$ cat src/hdl/tsd_pkg.sv
// Constants, types and decode functions for the time-slot switch config core.
// Assumes one 40 MHz system clock; all users reference items as tsd_pkg::name.
`default_nettype none

package tsd_pkg;

	// ****************************************
	// Register map (byte addresses)
	// ****************************************
	localparam logic [7:0] ADR_MODE = 8'h00;
	localparam logic [7:0] ADR_SKEW = 8'h04;
	localparam logic [7:0] ADR_PAIR = 8'h08;
	localparam logic [7:0] ADR_STAT = 8'h0c;
	localparam logic [7:0] ADR_SLOT = 8'h10;

	// ****************************************
	// Field positions and reset values
	// ****************************************
	localparam int MODE_DMO_BIT = 0;
	localparam int MODE_SCB_LSB = 1;
	localparam int MODE_IDR_LSB = 3;
	localparam int MODE_ODR_LSB = 5;
	localparam int SKEW_AMT_LSB = 0;
	localparam int SKEW_EN_BIT = 3;
	localparam int PAIR_A_LSB = 0;
	localparam int PAIR_B_LSB = 4;
	localparam int STAT_IN_CNT_LSB = 0;
	localparam int STAT_OUT_CNT_LSB = 8;
	localparam int STAT_IN_RATE_LSB = 16;
	localparam int STAT_OUT_RATE_LSB = 18;
	localparam int STAT_VC_OK_BIT = 20;
	localparam int STAT_BLOCK_BIT = 21;
	localparam int STAT_ERR_BIT = 22;
	localparam int STAT_OFFS_BIT = 23;
	localparam int SLOT_IN_LSB = 0;
	localparam int SLOT_OUT_LSB = 8;
	localparam logic [7:0] MODE_RST = 8'h00;
	localparam logic [7:0] SKEW_RST = 8'h00;
	localparam logic [7:0] PAIR_RST = 8'h32;

	// ****************************************
	// Timing constants
	// ****************************************
	localparam logic [7:0] SLOTS_2M = 8'h20;
	localparam logic [7:0] SLOTS_4M = 8'h40;
	localparam logic [7:0] SLOTS_8M = 8'h80;
	localparam logic [3:0] DMIN_2M = 4'h3;
	localparam logic [3:0] DMIN_4M = 4'h5;
	localparam logic [3:0] DMIN_8M = 4'h9;
	localparam logic [2:0] OFFS_MAX = 3'h4;
	localparam int OFFS_TAPS = 5;
	localparam logic [2:0] BIT_LAST = 3'h7;
	localparam int N_STREAM = 16;

	// ****************************************
	// Types
	// ****************************************
	typedef enum logic [1:0] {RATE_2M, RATE_4M, RATE_8M, RATE_RSVD} tsd_rate_t;

	typedef struct packed {
		logic [4:0] in_cnt;
		logic [4:0] out_cnt;
		logic [15:0] in_mask;
		logic [15:0] out_mask;
		tsd_rate_t in_rate;
		tsd_rate_t out_rate;
		logic vc_ok;
		logic blocking;
		logic err;
	} tsd_cfg_t;

	// ****************************************
	// Functions
	// ****************************************
	function automatic logic [7:0] tsd_slots(input tsd_rate_t r);
		case (r)
			RATE_4M: tsd_slots = SLOTS_4M;
			RATE_8M: tsd_slots = SLOTS_8M;
			default: tsd_slots = SLOTS_2M;
		endcase
	endfunction : tsd_slots

	function automatic logic [3:0] tsd_dmin(input tsd_rate_t r);
		case (r)
			RATE_4M: tsd_dmin = DMIN_4M;
			RATE_8M: tsd_dmin = DMIN_8M;
			default: tsd_dmin = DMIN_2M;
		endcase
	endfunction : tsd_dmin

	// Mask of streams 0 .. cnt-1
	function automatic logic [15:0] tsd_first(input logic [4:0] cnt);
		logic [15:0] m;
		m = 16'h0000;
		for (int i = 0; i < N_STREAM; i++) begin
			if (5'(i) < cnt) begin
				m[i] = 1'b1;
			end
		end
		return m;
	endfunction : tsd_first

endpackage : tsd_pkg

`default_nettype wire

$ cat src/hdl/tsd_buf.sv
// Two-entry buffer with valid/ready on both sides.
// Assumes a single clock and synchronous active-high reset.
`default_nettype none

module tsd_buf #(
	parameter int W = 9
) (
	// Clock and reset
	input wire logic clk_i,
	input wire logic rst_i,
	// Fill side
	input wire logic in_valid_i,
	output logic in_ready_o,
	input wire logic [W-1:0] in_data_i,
	// Drain side
	output logic out_valid_o,
	input wire logic out_ready_i,
	output logic [W-1:0] out_data_o
);

	if (W < 1) begin : g_bad_w
		$error("tsd_buf width must be positive");
	end

	logic [W-1:0] d0_q, d0_d, d1_q, d1_d;
	logic [1:0] cnt_q, cnt_d;
	logic push, pop;

	assign in_ready_o = (cnt_q != 2'h2);
	assign out_valid_o = (cnt_q != 2'h0);
	assign out_data_o = d0_q;
	assign push = in_valid_i && in_ready_o;
	assign pop = out_valid_o && out_ready_i;

	always_comb begin
		d0_d = d0_q;
		d1_d = d1_q;
		cnt_d = cnt_q;
		if (pop) begin
			d0_d = d1_q;
			cnt_d = cnt_d - 2'h1;
		end
		if (push) begin
			if (cnt_d == 2'h0) begin
				d0_d = in_data_i;
			end else begin
				d1_d = in_data_i;
			end
			cnt_d = cnt_d + 2'h1;
		end
	end

	always_ff @(posedge clk_i) begin
		if (rst_i) begin
			d0_q <= '0;
			d1_q <= '0;
			cnt_q <= 2'h0;
		end else begin
			d0_q <= d0_d;
			d1_q <= d1_d;
			cnt_q <= cnt_d;
		end
	end

endmodule : tsd_buf

`default_nettype wire

$ cat src/hdl/tsd_core.sv
// Rate configuration, input skew and throughput delay core of a TDM switch.
// Assumes a classic Wishbone master on clk_i, serial pins asynchronous to clk_i
// and an interface clock far slower than clk_i so every edge is seen.
//
// The placing of the registers and register access over Wishbone were decided locally.
`default_nettype none

// Behaviour
// - 8 Mb/s identical rate: 2x2, ignore config bits
// - 8 Mb/s streams carry 128 slots per frame
// - Different rates: use input and output rate fields
// - Different rates: full switch, delay mode selectable
// - Stream counts set automatically from programmed rates
// - Input skew only at 4 or 8 Mb/s
// - Skew delays input sampling up to four clocks
// - Output frame stays on external frame pulse
// - Per-channel delay-mode bit, zero means variable
// - Variable delay depends only on channel numbers
// - Minimum variable delay three, five, nine slots
// - Beyond minimum, delay equals output minus input
// - Ten-pair config: four streams, 128x128 matrix
// - Main-operation bit picks identical or different rates
// - Constant delay: frame N read in N+2
module tsd_core (
	// Clock and reset
	input wire logic clk_i,
	input wire logic rst_i,
	// Wishbone slave
	input wire logic wb_cyc_i,
	input wire logic wb_stb_i,
	input wire logic wb_we_i,
	input wire logic [7:0] wb_adr_i,
	input wire logic [3:0] wb_sel_i,
	input wire logic [31:0] wb_dat_i,
	output logic [31:0] wb_dat_o,
	output logic wb_ack_o,
	// Serial side pins
	input wire logic iface_clk_i,
	input wire logic frame_sync_input_i,
	input wire logic [15:0] serial_in_stream_i,
	// Timing outputs
	output logic virt_frame_o,
	output logic out_frame_o,
	output logic [15:0] in_bits_o,
	output logic [15:0] in_stream_en_o,
	output logic [15:0] out_stream_en_o,
	output logic [7:0] in_slot_o,
	output logic [7:0] out_slot_o,
	// Delay request
	input wire logic req_valid_i,
	output logic req_ready_o,
	input wire logic [7:0] req_src_ch_i,
	input wire logic [7:0] req_dst_ch_i,
	input wire logic req_delay_mode_i,
	// Delay answer
	output logic rsp_valid_o,
	input wire logic rsp_ready_i,
	output logic [8:0] rsp_delay_o
);

	// ****************************************
	// Local functions
	// ****************************************
	function automatic logic [15:0] pair_bit(input logic [3:0] s);
		logic [15:0] m;
		m = 16'h0000;
		if (s >= 4'h2 && s <= 4'h9) begin
			m[s] = 1'b1;
		end
		return m;
	endfunction : pair_bit

	function automatic tsd_pkg::tsd_cfg_t decode(input logic rate_mode_select, input logic [1:0] config_select_bits,
			input tsd_pkg::tsd_rate_t ir, input tsd_pkg::tsd_rate_t orr,
			input logic [3:0] pa, input logic [3:0] pb);
		tsd_pkg::tsd_cfg_t c;
		logic [15:0] pmask;
		c = '0;
		pmask = 16'h0003 | pair_bit(pa) | pair_bit(pb);
		if (!rate_mode_select) begin
			c.in_rate = ir;
			c.out_rate = ir;
			case (ir)
				tsd_pkg::RATE_8M: begin
					c.in_cnt = 5'h02;
					c.out_cnt = 5'h02;
					c.vc_ok = 1'b1;
				end
				tsd_pkg::RATE_4M: begin
					c.in_cnt = (config_select_bits == 2'h0) ? 5'h08 : 5'h04;
					c.out_cnt = 5'h04;
					c.vc_ok = (config_select_bits != 2'h0);
					c.blocking = (config_select_bits == 2'h0);
				end
				tsd_pkg::RATE_2M: begin
					case (config_select_bits)
						2'h0: begin
							c.in_cnt = 5'h08;
							c.out_cnt = 5'h08;
							c.vc_ok = 1'b1;
						end
						2'h1: begin
							c.in_cnt = 5'h10;
							c.out_cnt = 5'h08;
							c.blocking = 1'b1;
						end
						2'h2: begin
							c.in_cnt = 5'h04;
							c.out_cnt = 5'h04;
							c.vc_ok = 1'b1;
						end
						default: begin
							c.in_cnt = 5'h08;
							c.out_cnt = 5'h04;
							c.blocking = 1'b1;
						end
					endcase
				end
				default: c.err = 1'b1;
			endcase
		end else begin
			c.in_rate = ir;
			c.out_rate = orr;
			c.vc_ok = 1'b1;
			if (ir == tsd_pkg::RATE_2M && orr == tsd_pkg::RATE_4M) begin
				c.in_cnt = 5'h08;
				c.out_cnt = 5'h04;
			end else if (ir == tsd_pkg::RATE_2M && orr == tsd_pkg::RATE_8M) begin
				c.in_cnt = 5'h08;
				c.out_cnt = 5'h02;
			end else if (ir == tsd_pkg::RATE_4M && orr == tsd_pkg::RATE_2M) begin
				c.in_cnt = 5'h04;
				c.out_cnt = 5'h08;
			end else if (ir == tsd_pkg::RATE_8M && orr == tsd_pkg::RATE_2M) begin
				c.in_cnt = 5'h02;
				c.out_cnt = 5'h08;
			end else begin
				c.err = 1'b1;
				c.vc_ok = 1'b0;
			end
		end
		c.in_mask = tsd_pkg::tsd_first(c.in_cnt);
		c.out_mask = tsd_pkg::tsd_first(c.out_cnt);
		if (!rate_mode_select && ir == tsd_pkg::RATE_2M && config_select_bits == 2'h2) begin
			c.in_mask = pmask;
			c.out_mask = pmask;
		end
		return c;
	endfunction : decode

	// Delay in slots of the given rate from channel numbers only
	function automatic logic [8:0] delay_of(input logic [7:0] n, input logic [7:0] m,
			input logic vc, input tsd_pkg::tsd_rate_t r);
		logic [7:0] sl;
		logic [9:0] ss, nn, mm, dd, d;
		sl = tsd_pkg::tsd_slots(r);
		ss = {2'h0, sl};
		nn = {2'h0, n & (sl - 8'h01)};
		mm = {2'h0, m & (sl - 8'h01)};
		dd = {6'h00, tsd_pkg::tsd_dmin(r)};
		if (vc) begin
			d = (ss << 1) + mm - nn - 10'h001;
		end else if (mm >= nn + dd) begin
			d = mm - nn;
		end else begin
			d = mm + ss - nn;
		end
		return d[8:0];
	endfunction : delay_of

	// ****************************************
	// Register file
	// ****************************************
	logic [7:0] mode_q, mode_d, skew_q, skew_d, pair_q, pair_d;
	logic [31:0] dat_q, dat_d;
	logic ack_q, ack_d;
	logic acc;
	tsd_pkg::tsd_cfg_t cfg;
	logic offs_act;
	logic [2:0] amt;
	logic [7:0] in_slot_q, in_slot_d, out_slot_q, out_slot_d;

	assign acc = wb_cyc_i && wb_stb_i && !ack_q;
	assign cfg = decode(mode_q[tsd_pkg::MODE_DMO_BIT],
		mode_q[tsd_pkg::MODE_SCB_LSB +: 2],
		tsd_pkg::tsd_rate_t'(mode_q[tsd_pkg::MODE_IDR_LSB +: 2]),
		tsd_pkg::tsd_rate_t'(mode_q[tsd_pkg::MODE_ODR_LSB +: 2]),
		pair_q[tsd_pkg::PAIR_A_LSB +: 4], pair_q[tsd_pkg::PAIR_B_LSB +: 4]);
	// Offset is honoured only at the higher input rates
	assign offs_act = skew_q[tsd_pkg::SKEW_EN_BIT] &&
		(cfg.in_rate == tsd_pkg::RATE_4M || cfg.in_rate == tsd_pkg::RATE_8M);
	// Out-of-range amounts saturate rather than wrap
	assign amt = (skew_q[tsd_pkg::SKEW_AMT_LSB +: 3] > tsd_pkg::OFFS_MAX) ?
		tsd_pkg::OFFS_MAX : skew_q[tsd_pkg::SKEW_AMT_LSB +: 3];

	always_comb begin
		mode_d = mode_q;
		skew_d = skew_q;
		pair_d = pair_q;
		dat_d = dat_q;
		ack_d = acc;
		if (acc && wb_we_i && wb_sel_i[0]) begin
			case (wb_adr_i)
				tsd_pkg::ADR_MODE: mode_d = wb_dat_i[7:0];
				tsd_pkg::ADR_SKEW: skew_d = {4'h0, wb_dat_i[3:0]};
				tsd_pkg::ADR_PAIR: pair_d = wb_dat_i[7:0];
				default: ;
			endcase
		end
		if (acc) begin
			dat_d = 32'h0000_0000;
			case (wb_adr_i)
				tsd_pkg::ADR_MODE: dat_d[7:0] = mode_q;
				tsd_pkg::ADR_SKEW: dat_d[7:0] = skew_q;
				tsd_pkg::ADR_PAIR: dat_d[7:0] = pair_q;
				tsd_pkg::ADR_STAT: begin
					dat_d[tsd_pkg::STAT_IN_CNT_LSB +: 5] = cfg.in_cnt;
					dat_d[tsd_pkg::STAT_OUT_CNT_LSB +: 5] = cfg.out_cnt;
					dat_d[tsd_pkg::STAT_IN_RATE_LSB +: 2] = cfg.in_rate;
					dat_d[tsd_pkg::STAT_OUT_RATE_LSB +: 2] = cfg.out_rate;
					dat_d[tsd_pkg::STAT_VC_OK_BIT] = cfg.vc_ok;
					dat_d[tsd_pkg::STAT_BLOCK_BIT] = cfg.blocking;
					dat_d[tsd_pkg::STAT_ERR_BIT] = cfg.err;
					dat_d[tsd_pkg::STAT_OFFS_BIT] = offs_act;
				end
				tsd_pkg::ADR_SLOT: begin
					dat_d[tsd_pkg::SLOT_IN_LSB +: 8] = in_slot_q;
					dat_d[tsd_pkg::SLOT_OUT_LSB +: 8] = out_slot_q;
				end
				default: ;
			endcase
		end
	end

	always_ff @(posedge clk_i) begin
		if (rst_i) begin
			mode_q <= tsd_pkg::MODE_RST;
			skew_q <= tsd_pkg::SKEW_RST;
			pair_q <= tsd_pkg::PAIR_RST;
			dat_q <= 32'h0000_0000;
			ack_q <= 1'b0;
		end else begin
			mode_q <= mode_d;
			skew_q <= skew_d;
			pair_q <= pair_d;
			dat_q <= dat_d;
			ack_q <= ack_d;
		end
	end

	assign wb_ack_o = ack_q;
	assign wb_dat_o = dat_q;
	assign in_stream_en_o = cfg.in_mask;
	assign out_stream_en_o = cfg.out_mask;

	// ****************************************
	// Pin synchronisers and skew line
	// ****************************************
	logic [17:0] s1_q, s2_q;
	logic prev_q, prev_d, edge_w;
	logic [16:0] line_q [tsd_pkg::OFFS_TAPS];
	logic [16:0] line_d [tsd_pkg::OFFS_TAPS];
	logic [16:0] tap;
	logic [15:0] bits_q, bits_d;
	logic vfr_q, vfr_d, ofr_q, ofr_d;
	logic [2:0] in_bit_q, in_bit_d, out_bit_q, out_bit_d;

	assign edge_w = s2_q[17] && !prev_q;
	assign tap = line_d[offs_act ? amt : 3'h0];

	always_comb begin
		prev_d = s2_q[17];
		for (int i = 0; i < tsd_pkg::OFFS_TAPS; i++) begin
			line_d[i] = line_q[i];
		end
		if (edge_w) begin
			line_d[0] = s2_q[16:0];
			for (int i = 1; i < tsd_pkg::OFFS_TAPS; i++) begin
				line_d[i] = line_q[i-1];
			end
		end
	end

	always_ff @(posedge clk_i) begin
		if (rst_i) begin
			s1_q <= 18'h00000;
			s2_q <= 18'h00000;
			prev_q <= 1'b0;
			for (int i = 0; i < tsd_pkg::OFFS_TAPS; i++) begin
				line_q[i] <= 17'h00000;
			end
		end else begin
			s1_q <= {iface_clk_i, frame_sync_input_i, serial_in_stream_i};
			s2_q <= s1_q;
			prev_q <= prev_d;
			for (int i = 0; i < tsd_pkg::OFFS_TAPS; i++) begin
				line_q[i] <= line_d[i];
			end
		end
	end

	// ****************************************
	// Frame and slot timing
	// ****************************************
	always_comb begin
		bits_d = bits_q;
		vfr_d = vfr_q;
		ofr_d = ofr_q;
		in_bit_d = in_bit_q;
		in_slot_d = in_slot_q;
		out_bit_d = out_bit_q;
		out_slot_d = out_slot_q;
		if (edge_w) begin
			bits_d = tap[15:0] & cfg.in_mask;
			vfr_d = tap[16];
			ofr_d = line_d[0][16];
			if (tap[16]) begin
				in_bit_d = 3'h0;
				in_slot_d = 8'h00;
			end else begin
				in_bit_d = in_bit_q + 3'h1;
				if (in_bit_q == tsd_pkg::BIT_LAST) begin
					in_slot_d = (in_slot_q == tsd_pkg::tsd_slots(cfg.in_rate) - 8'h01) ?
						8'h00 : in_slot_q + 8'h01;
				end
			end
			if (line_d[0][16]) begin
				out_bit_d = 3'h0;
				out_slot_d = 8'h00;
			end else begin
				out_bit_d = out_bit_q + 3'h1;
				if (out_bit_q == tsd_pkg::BIT_LAST) begin
					out_slot_d = (out_slot_q == tsd_pkg::tsd_slots(cfg.out_rate) - 8'h01) ?
						8'h00 : out_slot_q + 8'h01;
				end
			end
		end
	end

	always_ff @(posedge clk_i) begin
		if (rst_i) begin
			bits_q <= 16'h0000;
			vfr_q <= 1'b0;
			ofr_q <= 1'b0;
			in_bit_q <= 3'h0;
			in_slot_q <= 8'h00;
			out_bit_q <= 3'h0;
			out_slot_q <= 8'h00;
		end else begin
			bits_q <= bits_d;
			vfr_q <= vfr_d;
			ofr_q <= ofr_d;
			in_bit_q <= in_bit_d;
			in_slot_q <= in_slot_d;
			out_bit_q <= out_bit_d;
			out_slot_q <= out_slot_d;
		end
	end

	assign in_bits_o = bits_q;
	assign virt_frame_o = vfr_q;
	assign out_frame_o = ofr_q;
	assign in_slot_o = in_slot_q;
	assign out_slot_o = out_slot_q;

	// ****************************************
	// Throughput delay path
	// ****************************************
	// Constant mode is refused where the configuration cannot keep frame order
	logic vc_eff;
	tsd_pkg::tsd_rate_t d_rate;
	logic [8:0] d_val;

	assign vc_eff = req_delay_mode_i && cfg.vc_ok;
	assign d_rate = mode_q[tsd_pkg::MODE_DMO_BIT] ? cfg.out_rate : cfg.in_rate;
	assign d_val = delay_of(req_src_ch_i, req_dst_ch_i, vc_eff, d_rate);

	tsd_buf #(
		.W(9)
	) u_buf (
		.clk_i(clk_i),
		.rst_i(rst_i),
		.in_valid_i(req_valid_i),
		.in_ready_o(req_ready_o),
		.in_data_i(d_val),
		.out_valid_o(rsp_valid_o),
		.out_ready_i(rsp_ready_i),
		.out_data_o(rsp_delay_o)
	);

endmodule : tsd_core

`default_nettype wire

$ cat config.mk
export PLATFORM = sky130hd
export DESIGN_NAME = tsd_core
export DESIGN_NICKNAME = d
export VERILOG_FILES = /design/src/hdl/tsd_pkg.sv /design/src/hdl/tsd_buf.sv /design/src/hdl/tsd_core.sv
export SDC_FILE = /design/constraint.sdc
export NUM_CORES = 1
export LEC_CHECK = 0
export ABC_AREA = 1
export ABC_CLOCK_PERIOD_IN_PS = 7350
export BUFFER_PORTS_ARGS = -buffer_cell sky130_fd_sc_hd__buf_2
export CORE_UTILIZATION = 41
export CTS_CLUSTER_SIZE = 40
export DETAILED_ROUTE_END_ITERATION = 8
export SYNTH_ARGS = -nofsm -noshare
export SYNTH_HDL_FRONTEND = slang
export SYNTH_SLANG_ARGS = --single-unit
$ cat constraint.sdc
create_clock -name clk_i -period 7.35 [get_ports clk_i]
set_clock_uncertainty 0.1 [all_clocks]
set_input_delay 1.47 -clock clk_i [delete_from_list [all_inputs] [get_ports clk_i]]
set_output_delay 1.47 -clock clk_i [all_outputs]
set_load 0.02 [all_outputs]
==> results by group <==
Status
  • Status: finished clean

Clocking
  • Clock latency on the worst-skew pair: 0.54 ns
  • H-tree levels: 1
  • CTS sink cnt: 214
  • Root Driver: clkbuf_16
  • CTS buffer count: 26
  • Post-CTS Resized: 0
  • Clock Pin Slew Worst Setup and Hold Paths: 0.06 ns
  • Setup bufs post-CTS: 0
  • CTS tree: built
  • Deepest clock path buffer count: 3
  • Hold-fix buffers, CTS: 0

Logic synthesis
  • Post-synth top cells: 313 x nand2_1, 220 x inv_1, 214 x dfxtp_1, 191 x nor2_1, 124 x o21ai_0
  • Primary FF master, synth: dfxtp_1
  • Netlist Area Pre-Place: 11800 um^2
  • Largest cells by area after synthesis: dfxtp_1 36%, nand2_1 10%, inv_1 7.0%
  • Post-synthesis sequential area ratio: 0.364
  • Syn Area/Cell: 7.10 um^2
  • Post-synth EDFFs: 0
  • Synth Register Bits: 214
  • Post-synth top area share: 0.364
  • Mapped Cells: 1660
  • Area leader, netlist: dfxtp_1
  • Synth cell types: 53
  • Most frequent cell after synthesis: nand2_1
  • Asr flop ratio synth: 0
  • Yosys warns: 0

Worst setup path
  • CP max FO: 14
  • Crit Path Class: reg -> out
  • Critical path endpoint category: output port
  • Flop-to-flop setup slack: 3.03 ns
  • Data required, critical path: 5.78 ns
  • Worst Path Arrival: 3.19 ns
  • Critical path launch point type: register

Route
  • Residual DRC count: 0
  • Routed len/inst: 14.4 um
  • Vias per cell: 4.94
  • Routed WL: 31100 um
  • Vias: 10600
  • Final ANT Viol Nets: 0
  • First-iteration detailed-routing DRC count: 814
  • First-pass detailed-route iteration total: 5

STA
  • Achievable clock frequency: 210 MHz
  • Slew headroom: 0.225
  • Fin. Hold Viols: 0
  • Finish-stage setup viols: 0
  • Tightest Pin Transition: 1.15 ns
  • Max Slew Vio Count: 0
  • Tcrit/Tclk final: 0.647
  • Worst hold slack: 0.303 ns
  • Unrepaired setup endpoints after global routing: false
  • Final TNS setup: 0 ns
  • Min cycle time layout: 4.76 ns

Global routing
  • Largest net degree at the start of global routing: 90
  • Global route overflow: 0
  • First-pass GRT wire length: 49900 um
  • Total Routing Usage GR: 0.211
  • Initial antenna violation count: 0
  • Vias in the first global route: 9670

Placed design
  • Port bufs: 158
  • Post-DP HPWL: 22200 um
  • Placer Congestion: 0.941

Die
  • DIE AREA: 29400 um^2
  • Rows: 61
  • CORE AREA: 28000 um^2
  • IO Pins: 196
  • Starting density of the core: 0.421
  • Die width: 171 um
  • Die Y: 171 um

Hold path
  • Min-delay worst type: reg -> reg

Run
  • Max Cap Viol: 0

Cells and area
  • Nets@finish: 1908
  • Ratio of cells with drive above 1 in the final layout: 0.140
  • Layout area overhead: 14.2%
  • N_diodes: 0

Pwr
  • Leak: 6.52 nW
  • Final Total Pwr: 3.12 mW
  • VDD IR max: 0.272 mV
  • Pwr dens: 232 nW/um^2
-- worst paths after layout --
| path | startpoint | cells past startpoint | end |
|---|---|---|---|
| max | mode_q[4] | 8 | in_stream_en_o[4] |
| min | s1_q[6] | 2 | s2_q[6] |
| max reg2reg | mode_q[0] | 21 | u_buf.d1_q[3] |
| min reg2reg | s1_q[6] | 2 | s2_q[6] |
-- state kept, by name, summed over array words and instances (netlist names), 9 cells and up --
register / flops
s2_q: 18
line_q: 72
wb_dat_o: 24
in_bits_o: 16
u_buf.d1_q: 9
u_buf.out_data_o: 9
s1_q: 18
-- worst max-delay path: stages, from the launching register on --
cell	delay (ns)
dfxtp_1	0.40
inv_1	0.16
ha_1	0.30
nand2_1	0.12
nor2_1	0.72
inv_1	0.31
nand3_1	0.28
nand3_1	0.16
buf_2	0.19
-- cells in the final DEF (no fill, tap or decap), drive strengths merged, types with 3 or more instances in the layout --
cell      n
clkinv    8
dfxtp   214
bufinv    4
nand2   319
nand3   125
inv     230
mux2i    25
nor3     19
o211ai   11
nor2    198
o21ai   136
nor4      3
a22oi     3
conb     10
clkbuf   36
a31oi     3
nand3b    5
o221ai    3
nand4    15
o31ai     3
xor2     24
o22ai    10
or2       9
buf     166
ha       53
xnor2     7
fa       13
a21oi   109
-- cell families (layout without fill, tap and decap cells) --
group | count (synthesis) | count (layout) | synth area share
simple gates | 694 | 694 | 0.252
buf+inv | 337 | 444 | 0.125
compound gates | 292 | 292 | 0.136
flops | 214 | 214 | 0.364
fa+ha+maj | 66 | 66 | 0.0784
xor+xnor | 31 | 31 | 0.0231
mux | 25 | 25 | 0.0212
other cells | 1 | 10 | 0.000318
-- routing by layer --
| layer | share of wire | up-vias | track usage | routed length [um] |
|---|---|---|---|---|
| met5 | 0 | - | 0 | 0 |
| met4 | 0.017 | 0 | 0.0435 | 544 |
| met2 | 0.43 | 279 | 0.338 | 13500 |
| met3 | 0.050 | 37 | 0.0260 | 1560 |
| li1 | - | 5487 | - | - |
| met1 | 0.50 | 4829 | 0.303 | 15500 |
-- per-stage QoR --
step | worst slack (ns) | utilization | std cells | instance area, um^2
floorplan | 3.50 | - | 1669 | 11800
global placement | 2.97 | 0.447 | 2106 | 12500
detailed placement | 2.90 | 0.447 | 2106 | 12500
CTS | 2.62 | 0.480 | 2154 | 13500
global route | 2.31 | 0.480 | 2154 | 13500
finish | 2.59 | 0.480 | 2154 | 13500
-- layout make-up --
cell class	instances	area [um^2]
multi-input cells	1118	6060
flip-flops and latches	214	4280
repair buffers	166	853
inverters	230	863
clock buffers	36	738
fillers	2933	14600
well taps	378	473
clock inverters	12	179
-- power breakdown --
group,switching [mW],total [mW],internal [mW]
registers,0.0346,1.27,1.23
logic,0.324,0.492,0.168
clock network,0.511,1.35,0.844
(Power assumes the default switching activity.)
